File: src/core/fault_pkg.sv
// Package: fault codes, timing constants and load levels
package fault_pkg;
	localparam int unsigned CLK_HZ = 10_000_000;
	localparam int unsigned STALL_MS = 3000;
	localparam int unsigned AIR_MS = 4000;
	localparam int unsigned OVL4_MS = 30000;
	localparam int unsigned OVL5_MS = 10000;
	localparam int unsigned OVL6_MS = 5000;
	localparam int unsigned BLINK_MS = 250;
	localparam int unsigned STALL_CYC = STALL_MS * (CLK_HZ / 1000);
	localparam int unsigned AIR_CYC = AIR_MS * (CLK_HZ / 1000);
	localparam int unsigned OVL4_CYC = OVL4_MS * (CLK_HZ / 1000);
	localparam int unsigned OVL5_CYC = OVL5_MS * (CLK_HZ / 1000);
	localparam int unsigned OVL6_CYC = OVL6_MS * (CLK_HZ / 1000);
	localparam int unsigned BLINK_CYC = BLINK_MS * (CLK_HZ / 1000);
	localparam logic [2:0] LOAD_WARN = 3'h4;
	localparam logic [2:0] LOAD_MID = 3'h5;
	localparam logic [2:0] LOAD_HIGH = 3'h6;
	// Two display characters, ASCII
	localparam logic [15:0] CODE_NONE = 16'h2020;
	localparam logic [15:0] CODE_E1 = 16'h4531;
	localparam logic [15:0] CODE_E2 = 16'h4532;
	localparam logic [15:0] CODE_E3 = 16'h4533;
	localparam logic [15:0] CODE_E4 = 16'h4534;
	localparam logic [15:0] CODE_E5 = 16'h4535;
	localparam logic [15:0] CODE_E6 = 16'h4536;
	localparam logic [15:0] CODE_E7 = 16'h4537;
	localparam logic [15:0] CODE_TORQUE = 16'h4538;
	localparam logic [15:0] CODE_E9 = 16'h4539;
	localparam logic [15:0] CODE_ILLEGAL = 16'h4541;
	localparam logic [15:0] CODE_EL = 16'h454c;
	localparam logic [15:0] CODE_EH = 16'h4548;
	localparam logic [15:0] CODE_ESTOP = 16'h4545;
	localparam logic [15:0] CODE_EC = 16'h4543;
	localparam logic [15:0] CODE_WARN = 16'h4133;
	localparam logic [4:0] IRQ_FAULT = 5'h01;
	localparam int unsigned IRQ_FAULT_BIT = 0;
	localparam int unsigned IRQ_WARN_BIT = 1;
	localparam int unsigned IRQ_CLEAR_BIT = 2;
	localparam int unsigned IRQ_W = 3;
	localparam logic [3:0] REG_STATUS = 4'h0;
	localparam logic [3:0] REG_MASK = 4'h1;
	localparam logic [3:0] REG_CTRL = 4'h2;
	localparam logic [3:0] REG_CODE = 4'h3;
	localparam logic [3:0] REG_TIMER = 4'h4;
	localparam int unsigned CTRL_NC_BIT = 0;
	localparam int unsigned CTRL_SEL_BIT = 1;
	localparam logic [1:0] CTRL_RESET = 2'h0;
	localparam logic [IRQ_W-1:0] MASK_RESET = 3'h0;
endpackage

File: src/core/hold_timer.sv
// Module: counts cycles while a condition holds, flags when limit passed
`timescale 1ns/1ps
module hold_timer #(
	parameter int unsigned W = 32
)(
	input wire logic ref_clk,
	input wire logic rst,
	input wire logic active,
	input wire logic [W-1:0] limit,
	output logic expired,
	output logic [W-1:0] count
);
	logic [W-1:0] count_ff;
	always_ff @(posedge ref_clk)
	begin
		if (rst || !active)
			count_ff <= '0;
		else if (count_ff <= limit)
			count_ff <= count_ff + 1'b1;
	end
	// Strictly longer than the limit
	assign expired = active && (count_ff > limit);
	assign count = count_ff;
endmodule

File: src/core/release_seq.sv
// Module: open-closed-open detector on the fault release contact
`timescale 1ns/1ps
module release_seq (
	input wire logic ref_clk,
	input wire logic rst,
	input wire logic release_closed,
	output logic done
);
	typedef enum {WAIT_OPEN, WAIT_CLOSE, WAIT_REOPEN} seq_type;
	seq_type st_ff;
	seq_type nxt_st;
	always_comb
	begin
		nxt_st = st_ff;
		done = 1'b0;
		case (st_ff)
			WAIT_OPEN: if (!release_closed) nxt_st = WAIT_CLOSE;
			WAIT_CLOSE: if (release_closed) nxt_st = WAIT_REOPEN;
			WAIT_REOPEN:
				if (!release_closed)
				begin
					done = 1'b1;
					nxt_st = WAIT_CLOSE;
				end
			default: nxt_st = WAIT_OPEN;
		endcase
	end
	always_ff @(posedge ref_clk)
	begin
		if (rst)
			st_ff <= WAIT_OPEN;
		else
			st_ff <= nxt_st;
	end
endmodule

File: src/core/fault_latch_overload_monitor.sv
// Module: fault latch, reset paths and torque overload timing
`timescale 1ns/1ps
//
// Function
// - Manual mode: panel button clears fault
// - Auto mode: open-closed-open release clears fault
// - Report E1..E5 detector faults as codes
// - Stall over three seconds raises E6
// - Low air: four seconds rotating, or start
// - Auto: command closed at power on faults
// - Auto: release without command open faults
// - Emergency stop open raises its code
// - Comm loss fault only with switch unit
// - Codes for unknown motor, overspeed, memory
// - Internal damage faults never clear
// - Four segments: blink lamp, warn code, contact
// - Overload limits 30s, 10s, 5s by level
// - Overload expiry stops motor, raises torque code
// - Any fault: stop, lamp, code, output
// - Setting picks open or closed fault contact
module fault_latch_overload_monitor #(
	parameter int unsigned STALL_CYC = fault_pkg::STALL_CYC,
	parameter int unsigned AIR_CYC = fault_pkg::AIR_CYC,
	parameter int unsigned OVL4_CYC = fault_pkg::OVL4_CYC,
	parameter int unsigned OVL5_CYC = fault_pkg::OVL5_CYC,
	parameter int unsigned OVL6_CYC = fault_pkg::OVL6_CYC,
	parameter int unsigned BLINK_CYC = fault_pkg::BLINK_CYC
)(
	input wire logic ref_clk,
	input wire logic rst,
	input wire logic auto_mode,
	input wire logic panel_reset_btn,
	input wire logic release_closed,
	input wire logic rotate_cmd,
	input wire logic control_cmd,
	input wire logic start_req,
	input wire logic rotating,
	input wire logic over_current,
	input wire logic over_voltage,
	input wire logic sensor_fail,
	input wire logic ctrl_overheat,
	input wire logic brake_fail,
	input wire logic stalled,
	input wire logic air_low,
	input wire logic estop_closed,
	input wire logic remote_spindle_switch_unit,
	input wire logic comm_lost,
	input wire logic motor_unknown,
	input wire logic over_speed,
	input wire logic memory_fail,
	input wire logic internal_damage,
	input wire logic [2:0] load_level,
	input wire logic [3:0] reg_addr,
	input wire logic [31:0] reg_wdata,
	input wire logic reg_wr,
	input wire logic reg_rd,
	output logic [31:0] reg_rdata,
	output logic motor_stop,
	output logic fault_lamp,
	output logic warn_lamp,
	output logic fault_contact,
	output logic warn_contact,
	output logic [15:0] display_code,
	output logic irq
);
	logic fault_ff;
	logic permanent_ff;
	logic [15:0] code_ff;
	logic [1:0] ctrl_ff;
	logic [fault_pkg::IRQ_W-1:0] status_ff;
	logic [fault_pkg::IRQ_W-1:0] mask_ff;
	logic [31:0] rdata_ff;
	logic powered_ff;
	logic btn_prev_ff;
	logic cmd_opened_ff;
	logic [31:0] blink_cnt_ff;
	logic blink_ff;
	logic [15:0] nxt_code;
	logic cause;
	logic stall_exp;
	logic air_exp;
	logic ovl_exp;
	logic overload;
	logic [31:0] ovl_limit;
	logic [31:0] ovl_count;
	logic release_done;
	logic clear_req;
	logic illegal_release;
	logic power_on_cmd;
	logic btn_press;

	hold_timer #(.W(32)) stall_timer (
		.ref_clk(ref_clk),
		.rst(rst),
		.active(stalled),
		.limit(32'(STALL_CYC)),
		.expired(stall_exp),
		.count()
	);
	hold_timer #(.W(32)) air_timer (
		.ref_clk(ref_clk),
		.rst(rst),
		.active(air_low && rotating),
		.limit(32'(AIR_CYC)),
		.expired(air_exp),
		.count()
	);
	// Level change only swaps the limit, so a rising load cannot reset it
	assign overload = load_level >= fault_pkg::LOAD_WARN;
	always_comb
	begin
		if (load_level >= fault_pkg::LOAD_HIGH)
			ovl_limit = 32'(OVL6_CYC);
		else if (load_level == fault_pkg::LOAD_MID)
			ovl_limit = 32'(OVL5_CYC);
		else
			ovl_limit = 32'(OVL4_CYC);
	end
	hold_timer #(.W(32)) ovl_timer (
		.ref_clk(ref_clk),
		.rst(rst),
		.active(overload),
		.limit(ovl_limit),
		.expired(ovl_exp),
		.count(ovl_count)
	);

	release_seq rel (
		.ref_clk(ref_clk),
		.rst(rst),
		.release_closed(release_closed),
		.done(release_done)
	);

	// Power-on sample of the control command, taken after reset release
	always_ff @(posedge ref_clk)
	begin
		if (rst)
			powered_ff <= 1'b0;
		else
			powered_ff <= 1'b1;
	end
	assign power_on_cmd = !powered_ff && !rst && auto_mode && control_cmd;

	// Command must be seen open while faulted before release is legal
	always_ff @(posedge ref_clk)
	begin
		if (rst || !fault_ff)
			cmd_opened_ff <= 1'b0;
		else if (!control_cmd)
			cmd_opened_ff <= 1'b1;
	end

	always_ff @(posedge ref_clk)
	begin
		if (rst)
			btn_prev_ff <= 1'b0;
		else
			btn_prev_ff <= panel_reset_btn;
	end
	assign btn_press = panel_reset_btn && !btn_prev_ff;

	// Priority order: most severe cause wins the display
	always_comb
	begin
		nxt_code = fault_pkg::CODE_NONE;
		if (memory_fail)
			nxt_code = fault_pkg::CODE_EC;
		else if (!estop_closed)
			nxt_code = fault_pkg::CODE_ESTOP;
		else if (over_current)
			nxt_code = fault_pkg::CODE_E1;
		else if (over_voltage)
			nxt_code = fault_pkg::CODE_E2;
		else if (sensor_fail)
			nxt_code = fault_pkg::CODE_E3;
		else if (ctrl_overheat)
			nxt_code = fault_pkg::CODE_E4;
		else if (brake_fail)
			nxt_code = fault_pkg::CODE_E5;
		else if (stall_exp)
			nxt_code = fault_pkg::CODE_E6;
		else if (air_exp || (air_low && start_req))
			nxt_code = fault_pkg::CODE_E7;
		else if (ovl_exp)
			nxt_code = fault_pkg::CODE_TORQUE;
		else if (remote_spindle_switch_unit && comm_lost)
			nxt_code = fault_pkg::CODE_E9;
		else if (power_on_cmd)
			nxt_code = fault_pkg::CODE_ILLEGAL;
		else if (motor_unknown)
			nxt_code = fault_pkg::CODE_EL;
		else if (over_speed)
			nxt_code = fault_pkg::CODE_EH;
	end
	assign cause = nxt_code != fault_pkg::CODE_NONE;

	assign illegal_release = auto_mode && release_done && !cmd_opened_ff;
	assign clear_req = auto_mode ? release_done : btn_press;

	always_ff @(posedge ref_clk)
	begin
		if (rst)
		begin
			fault_ff <= 1'b0;
			code_ff <= fault_pkg::CODE_NONE;
		end
		else if (!fault_ff && cause)
		begin
			fault_ff <= 1'b1;
			code_ff <= nxt_code;
		end
		else if (fault_ff && illegal_release)
			code_ff <= fault_pkg::CODE_ILLEGAL;
		else if (fault_ff && clear_req && !cause && !permanent_ff)
		begin
			fault_ff <= 1'b0;
			code_ff <= fault_pkg::CODE_NONE;
		end
	end

	// Internal damage is sticky until power is cycled
	always_ff @(posedge ref_clk)
	begin
		if (rst)
			permanent_ff <= 1'b0;
		else if (internal_damage)
			permanent_ff <= 1'b1;
	end

	always_ff @(posedge ref_clk)
	begin
		if (rst || !overload)
		begin
			blink_cnt_ff <= 32'h0;
			blink_ff <= 1'b0;
		end
		else if (blink_cnt_ff >= 32'(BLINK_CYC - 1))
		begin
			blink_cnt_ff <= 32'h0;
			blink_ff <= !blink_ff;
		end
		else
			blink_cnt_ff <= blink_cnt_ff + 32'h1;
	end

	logic faulted;
	assign faulted = fault_ff || permanent_ff;
	always_ff @(posedge ref_clk)
	begin
		if (rst)
		begin
			motor_stop <= 1'b0;
			fault_lamp <= 1'b0;
			fault_contact <= 1'b0;
			warn_lamp <= 1'b0;
			warn_contact <= 1'b0;
			display_code <= fault_pkg::CODE_NONE;
		end
		else
		begin
			motor_stop <= faulted;
			fault_lamp <= faulted;
			fault_contact <= faulted ^ ctrl_ff[fault_pkg::CTRL_NC_BIT];
			warn_lamp <= overload && !blink_ff;
			warn_contact <= overload;
			if (faulted)
				display_code <= permanent_ff && !fault_ff ?
					fault_pkg::CODE_E4 : code_ff;
			else if (overload)
				display_code <= fault_pkg::CODE_WARN;
			else
				display_code <= fault_pkg::CODE_NONE;
		end
	end

	// Register port: status is write-one-to-clear, set wins
	logic [fault_pkg::IRQ_W-1:0] events;
	assign events = {fault_ff && clear_req && !cause && !permanent_ff
		&& !illegal_release, overload && !warn_contact, !fault_ff && cause};
	always_ff @(posedge ref_clk)
	begin
		if (rst)
			status_ff <= '0;
		else if (reg_wr && reg_addr == fault_pkg::REG_STATUS)
			status_ff <= (status_ff & ~reg_wdata[fault_pkg::IRQ_W-1:0])
				| events;
		else
			status_ff <= status_ff | events;
	end
	always_ff @(posedge ref_clk)
	begin
		if (rst)
			mask_ff <= fault_pkg::MASK_RESET;
		else if (reg_wr && reg_addr == fault_pkg::REG_MASK)
			mask_ff <= reg_wdata[fault_pkg::IRQ_W-1:0];
	end
	always_ff @(posedge ref_clk)
	begin
		if (rst)
			ctrl_ff <= fault_pkg::CTRL_RESET;
		else if (reg_wr && reg_addr == fault_pkg::REG_CTRL)
			ctrl_ff <= reg_wdata[1:0];
	end
	always_ff @(posedge ref_clk)
	begin
		if (rst)
			rdata_ff <= 32'h0;
		else if (reg_rd)
			case (reg_addr)
				fault_pkg::REG_STATUS: rdata_ff <= {29'h0, status_ff};
				fault_pkg::REG_MASK: rdata_ff <= {29'h0, mask_ff};
				fault_pkg::REG_CTRL: rdata_ff <= {30'h0, ctrl_ff};
				fault_pkg::REG_CODE:
					rdata_ff <= {14'h0, permanent_ff, fault_ff, code_ff};
				fault_pkg::REG_TIMER: rdata_ff <= ovl_count;
				default: rdata_ff <= 32'h0;
			endcase
		else
			rdata_ff <= 32'h0;
	end
	assign reg_rdata = rdata_ff;
	assign irq = |(status_ff & mask_ff);

	chk_fault_drives_outputs: assert property (@(posedge ref_clk)
		disable iff (rst) fault_ff |=> motor_stop && fault_lamp)
		else $error("fault did not stop motor");
	chk_contact_polarity: assert property (@(posedge ref_clk)
		disable iff (rst) 1'b1 |=> fault_contact ==
		($past(faulted) ^ $past(ctrl_ff[fault_pkg::CTRL_NC_BIT])))
		else $error("fault contact polarity wrong");
	chk_warn_contact: assert property (@(posedge ref_clk)
		disable iff (rst) overload |=> warn_contact)
		else $error("warning contact not closed");
	chk_warn_drop: assert property (@(posedge ref_clk)
		disable iff (rst) !overload |=> !warn_contact && !warn_lamp)
		else $error("warning not withdrawn");
	chk_permanent_hold: assert property (@(posedge ref_clk)
		disable iff (rst) permanent_ff |=> ##1 fault_contact !=
		ctrl_ff[fault_pkg::CTRL_NC_BIT] || $changed(ctrl_ff))
		else $error("damage fault was cleared");
	chk_hold_no_reset: assert property (@(posedge ref_clk)
		disable iff (rst) fault_ff && !clear_req |=> fault_ff)
		else $error("fault dropped without reset");
	chk_manual_clear: assert property (@(posedge ref_clk)
		disable iff (rst) fault_ff && !auto_mode && btn_press && !cause
		&& !permanent_ff |=> !fault_ff)
		else $error("button did not clear fault");
	chk_auto_clear: assert property (@(posedge ref_clk)
		disable iff (rst) fault_ff && auto_mode && release_done && !cause
		&& !permanent_ff && cmd_opened_ff |=> !fault_ff)
		else $error("release did not clear fault");
	chk_overload_e8: assert property (@(posedge ref_clk)
		disable iff (rst) !fault_ff && ovl_exp && nxt_code ==
		fault_pkg::CODE_TORQUE |=> code_ff == fault_pkg::CODE_TORQUE)
		else $error("torque code not latched");
	chk_estop_code: assert property (@(posedge ref_clk)
		disable iff (rst) !fault_ff && !estop_closed && !memory_fail
		|=> code_ff == fault_pkg::CODE_ESTOP)
		else $error("estop code not latched");
endmodule

File: config.mk
export PLATFORM = sky130hd
export DESIGN_NAME = fault_latch_overload_monitor
export DESIGN_NICKNAME = d
export VERILOG_FILES = /design/src/core/fault_pkg.sv /design/src/core/hold_timer.sv /design/src/core/release_seq.sv /design/src/core/fault_latch_overload_monitor.sv
export SDC_FILE = /design/constraint.sdc
export NUM_CORES = 1
export LEC_CHECK = 0
export BUFFER_PORTS_ARGS = -buffer_cell sky130_fd_sc_hd__buf_2
export CORE_ASPECT_RATIO = 0.9
export CORE_MARGIN = 1
export CORE_UTILIZATION = 53
export CTS_CLUSTER_DIAMETER = 50
export DETAILED_ROUTE_END_ITERATION = 10
export PLACE_DENSITY = 0.75
export SYNTH_ARGS = -nofsm -noshare
export SYNTH_HDL_FRONTEND = slang
export SYNTH_SLANG_ARGS = --single-unit
export TNS_END_PERCENT = 30
File: constraint.sdc
create_clock -name ref_clk -period 4.1 [get_ports ref_clk]
set_clock_uncertainty 0.15 [all_clocks]
set_input_delay 0.82 -clock ref_clk [delete_from_list [all_inputs] [get_ports ref_clk]]
set_output_delay 0.82 -clock ref_clk [all_outputs]
set_load 0.02 [all_outputs]
==> impl_results.md <==
- Core ar.: 15500 sq um
- WP data arrival: 3.64 ns
- First-pass GRT wire length: 28900 um
- IO Pins: 118
- Initial antenna violation count: 1
- Fin area: 9670 sq um
- Final Net Count: 1122
- Htree depth: 4
- Crit. End Element: flip-flop
- Largest net degree at the start of global routing: 33
- Register area: 3980 sq um
- FILL cells: 1373
- Critical path's most frequent cell: nand4_1
- Worst vdd ir: 323 uV
- Antenna Nets Post-Route: 0
- Clock transition at path regs: 0.07 ns
- GPL Wtd Cong: 0.857
- DP HPWL: 12500 um
- Max-slew violations: 0
- Remaining DRCs: 0
- Rel. slew slack: 23.9%
- WS Path Type: in -> reg
- Mapped Area: 8470 sq um
- Initial Utilization: 54.7%
- Status: finished clean
- Most used flip-flop cell after synthesis: dfxtp_1
- HP Class: reg -> reg
- DR vias: 6722
- Die width: 135 um
- Final hold violations: 0
- Share of cells above drive strength 1: 13.4%
- Post-CTS Resized: 0
- Period minus WS final: 3.46 ns
- Async S/R FF share, synth: 0%
- Seq/Total Area, Yosys: 47.0%
- Routed WL: 17700 um
- Total power: 3840 uW
- Worst skew pair latency: 0.43 ns
- P&R area growth vs syn: 14.2%
- Root Driver: clkbuf_16
- CTS tree: done
- Fin Hold WS: 0.295 ns
- Slowest Stage Delay on Critical Path: 0.37 ns
- Placed cell area: 9070 sq um
- Port Buffers: 82
- Die area: 16500 sq um
- Row cnt: 43
- Power density over the cells: 397 nW/um^2
- Commonest non-fill, non-tap cells in the layout: dfxtp_1, nor2_1, nand2_1, buf_2, xor2_1
- Total CTS buffers: 17
- Area of the multi-input gates: 4200 sq um
- Cell Chain, Critical Path: buf_2, buf_4, o21a_1, ha_1, nand4_1, nor4_2, nand4_1, and2_1, a21boi_2, and3_1, o21ai_1, mux2_2
- Distinct cells, synth: 66
- CP Launch Type: input pin
- # clock sinks: 199
- Commonest non-fill, non-tap cell in the layout: dfxtp_1
- Cell count after synthesis: 951
- CTS hold repair buffers: 0
- Unrepaired setup endpoints after global routing: no
- Final setup viols: 0
- Syn avg cell area: 8.91 sq um
- Worst slew pin tran: 1.14 ns
- Max cap viols: 0
- Post-CTS Setup Bufs: 0
- Routed len/inst: 14.1 um
- Period utilisation layout: 84.5%
- YS warnings: 0
- GRT Util Overall: 22.3%
- Setup TNS: 0 ns
- Peak Freq: 289 MHz
- Synthesized flop and latch total: 199
- Starting DRC count in detailed routing: 366
- Remaining Overflow, GRT: 0
- CTS Buffer Depth: 2
- Die Y-Extent: 122 um
- Max FO, Critical Path: 7
- EDFF count, synth: 0
- Slowest-stage cell, CP: nor4_2
- Vias in the first global route: 6046
- Vias per cell: 5.36
- WP data required: 4.27 ns
- DRT Pass-1 Iters: 6
- Leakage power: 0.00388 uW
## routing by layer
layer  vias to the layer above  GRT usage, %  part of all wire (%)
li1                       3458             -                     -
met1                      3134          30.4                    50
met2                       110          35.1                    45
met3                        20          4.74                   4.2
met4                         0          7.37                   1.1
met5                         -             0                     0
## cell type report
class | instances | area share, %
Sequential cell | 199 | 41.2
Clock inverter | 11 | 1.51
Multi-Input combinational cell | 690 | 43.5
Antenna cell | 1 | 0.0259
Tap cell | 202 | 2.61
Timing Repair Buffer | 91 | 5.07
Clock buffer | 21 | 4.66
Inverter | 38 | 1.47
## Yosys cell counts, types with 7 or more instances
library cell,count,area share [%]
a21oi_1,43,2.5
a22oi_1,8,0.71
and2_1,15,1.1
and3_1,45,3.3
and4_1,7,0.72
buf_4,7,0.62
clkbuf_1,25,1.1
dfxtp_1,199,47
ha_1,21,3.1
inv_1,38,1.7
mux2i_1,9,1.1
nand2_1,82,3.6
nand3_1,43,2.5
nand4_1,18,1.3
nor2_1,130,5.8
nor3_1,20,1.2
nor4_1,7,0.52
o21ai_0,29,1.7
or3_1,25,1.8
xnor2_1,30,3.1
xor2_1,46,4.8
## critical path, delay by kind of cell
family / cells / cell delay, ns
compound gates: 3 / 0.56
simple gates: 5 / 1.37
fa+ha+maj: 1 / 0.31
mux: 1 / 0.30
buf+inv: 2 / 0.27
## state kept, by name, summed over array words and instances, names as in the netlist, 2 cells and up
register	count
rel.st_ff	2
blink_cnt_ff	32
ovl_timer.count	32
reg_rdata	32
mask_ff	3
stall_timer.count	32
status_ff	3
air_timer.count	32
ctrl_ff	2
code_ff	9
display_code	10
## power by group
group / internal, uW / switching (uW) / total [uW]
clock network: 979 / 722 / 1700
registers: 1960 / 20.6 / 1980
logic: 56.2 / 105 / 161
## metrics by stage
step	cells	worst slack (ns)	util, %
detailed placement	1220	0.188	58.6
global route	1252	0.387	62.4
CTS	1252	0.648	62.4
global placement	1220	0.245	58.6
floorplan	965	0.551	-
finish	1253	0.637	62.4
## worst paths after layout
| path | from | end | slack [ns] | depth (start not counted) |
|---|---|---|---|---|
| min | blink_ff$_SDFFE_PP0P_ | warn_lamp$_SDFF_PP0_ | 0.30 | 1 |
| max | load_level[2] | code_ff[5]$_SDFFE_PP1P_ | 0.64 | 12 |
| max reg2reg | blink_cnt_ff[0]$_SDFF_PP0_ | blink_cnt_ff[16]$_SDFF_PP0_ | 0.84 | 9 |
| min reg2reg | blink_ff$_SDFFE_PP0P_ | warn_lamp$_SDFF_PP0_ | 0.30 | 1 |
## cells by family (layout without fill, tap and decap cells)
group / count (synthesis) / in the layout / synth area share, %
simple gates: 434 / 434 / 26.5
flops: 199 / 199 / 47.0
compound gates: 132 / 132 / 10.0
xor+xnor: 76 / 76 / 7.86
buf+inv: 76 / 161 / 3.96
fa+ha+maj: 21 / 21 / 3.10
mux: 12 / 12 / 1.46
other cells: 1 / 16 / 0.0443
Power figures use the tool's default switching activity.
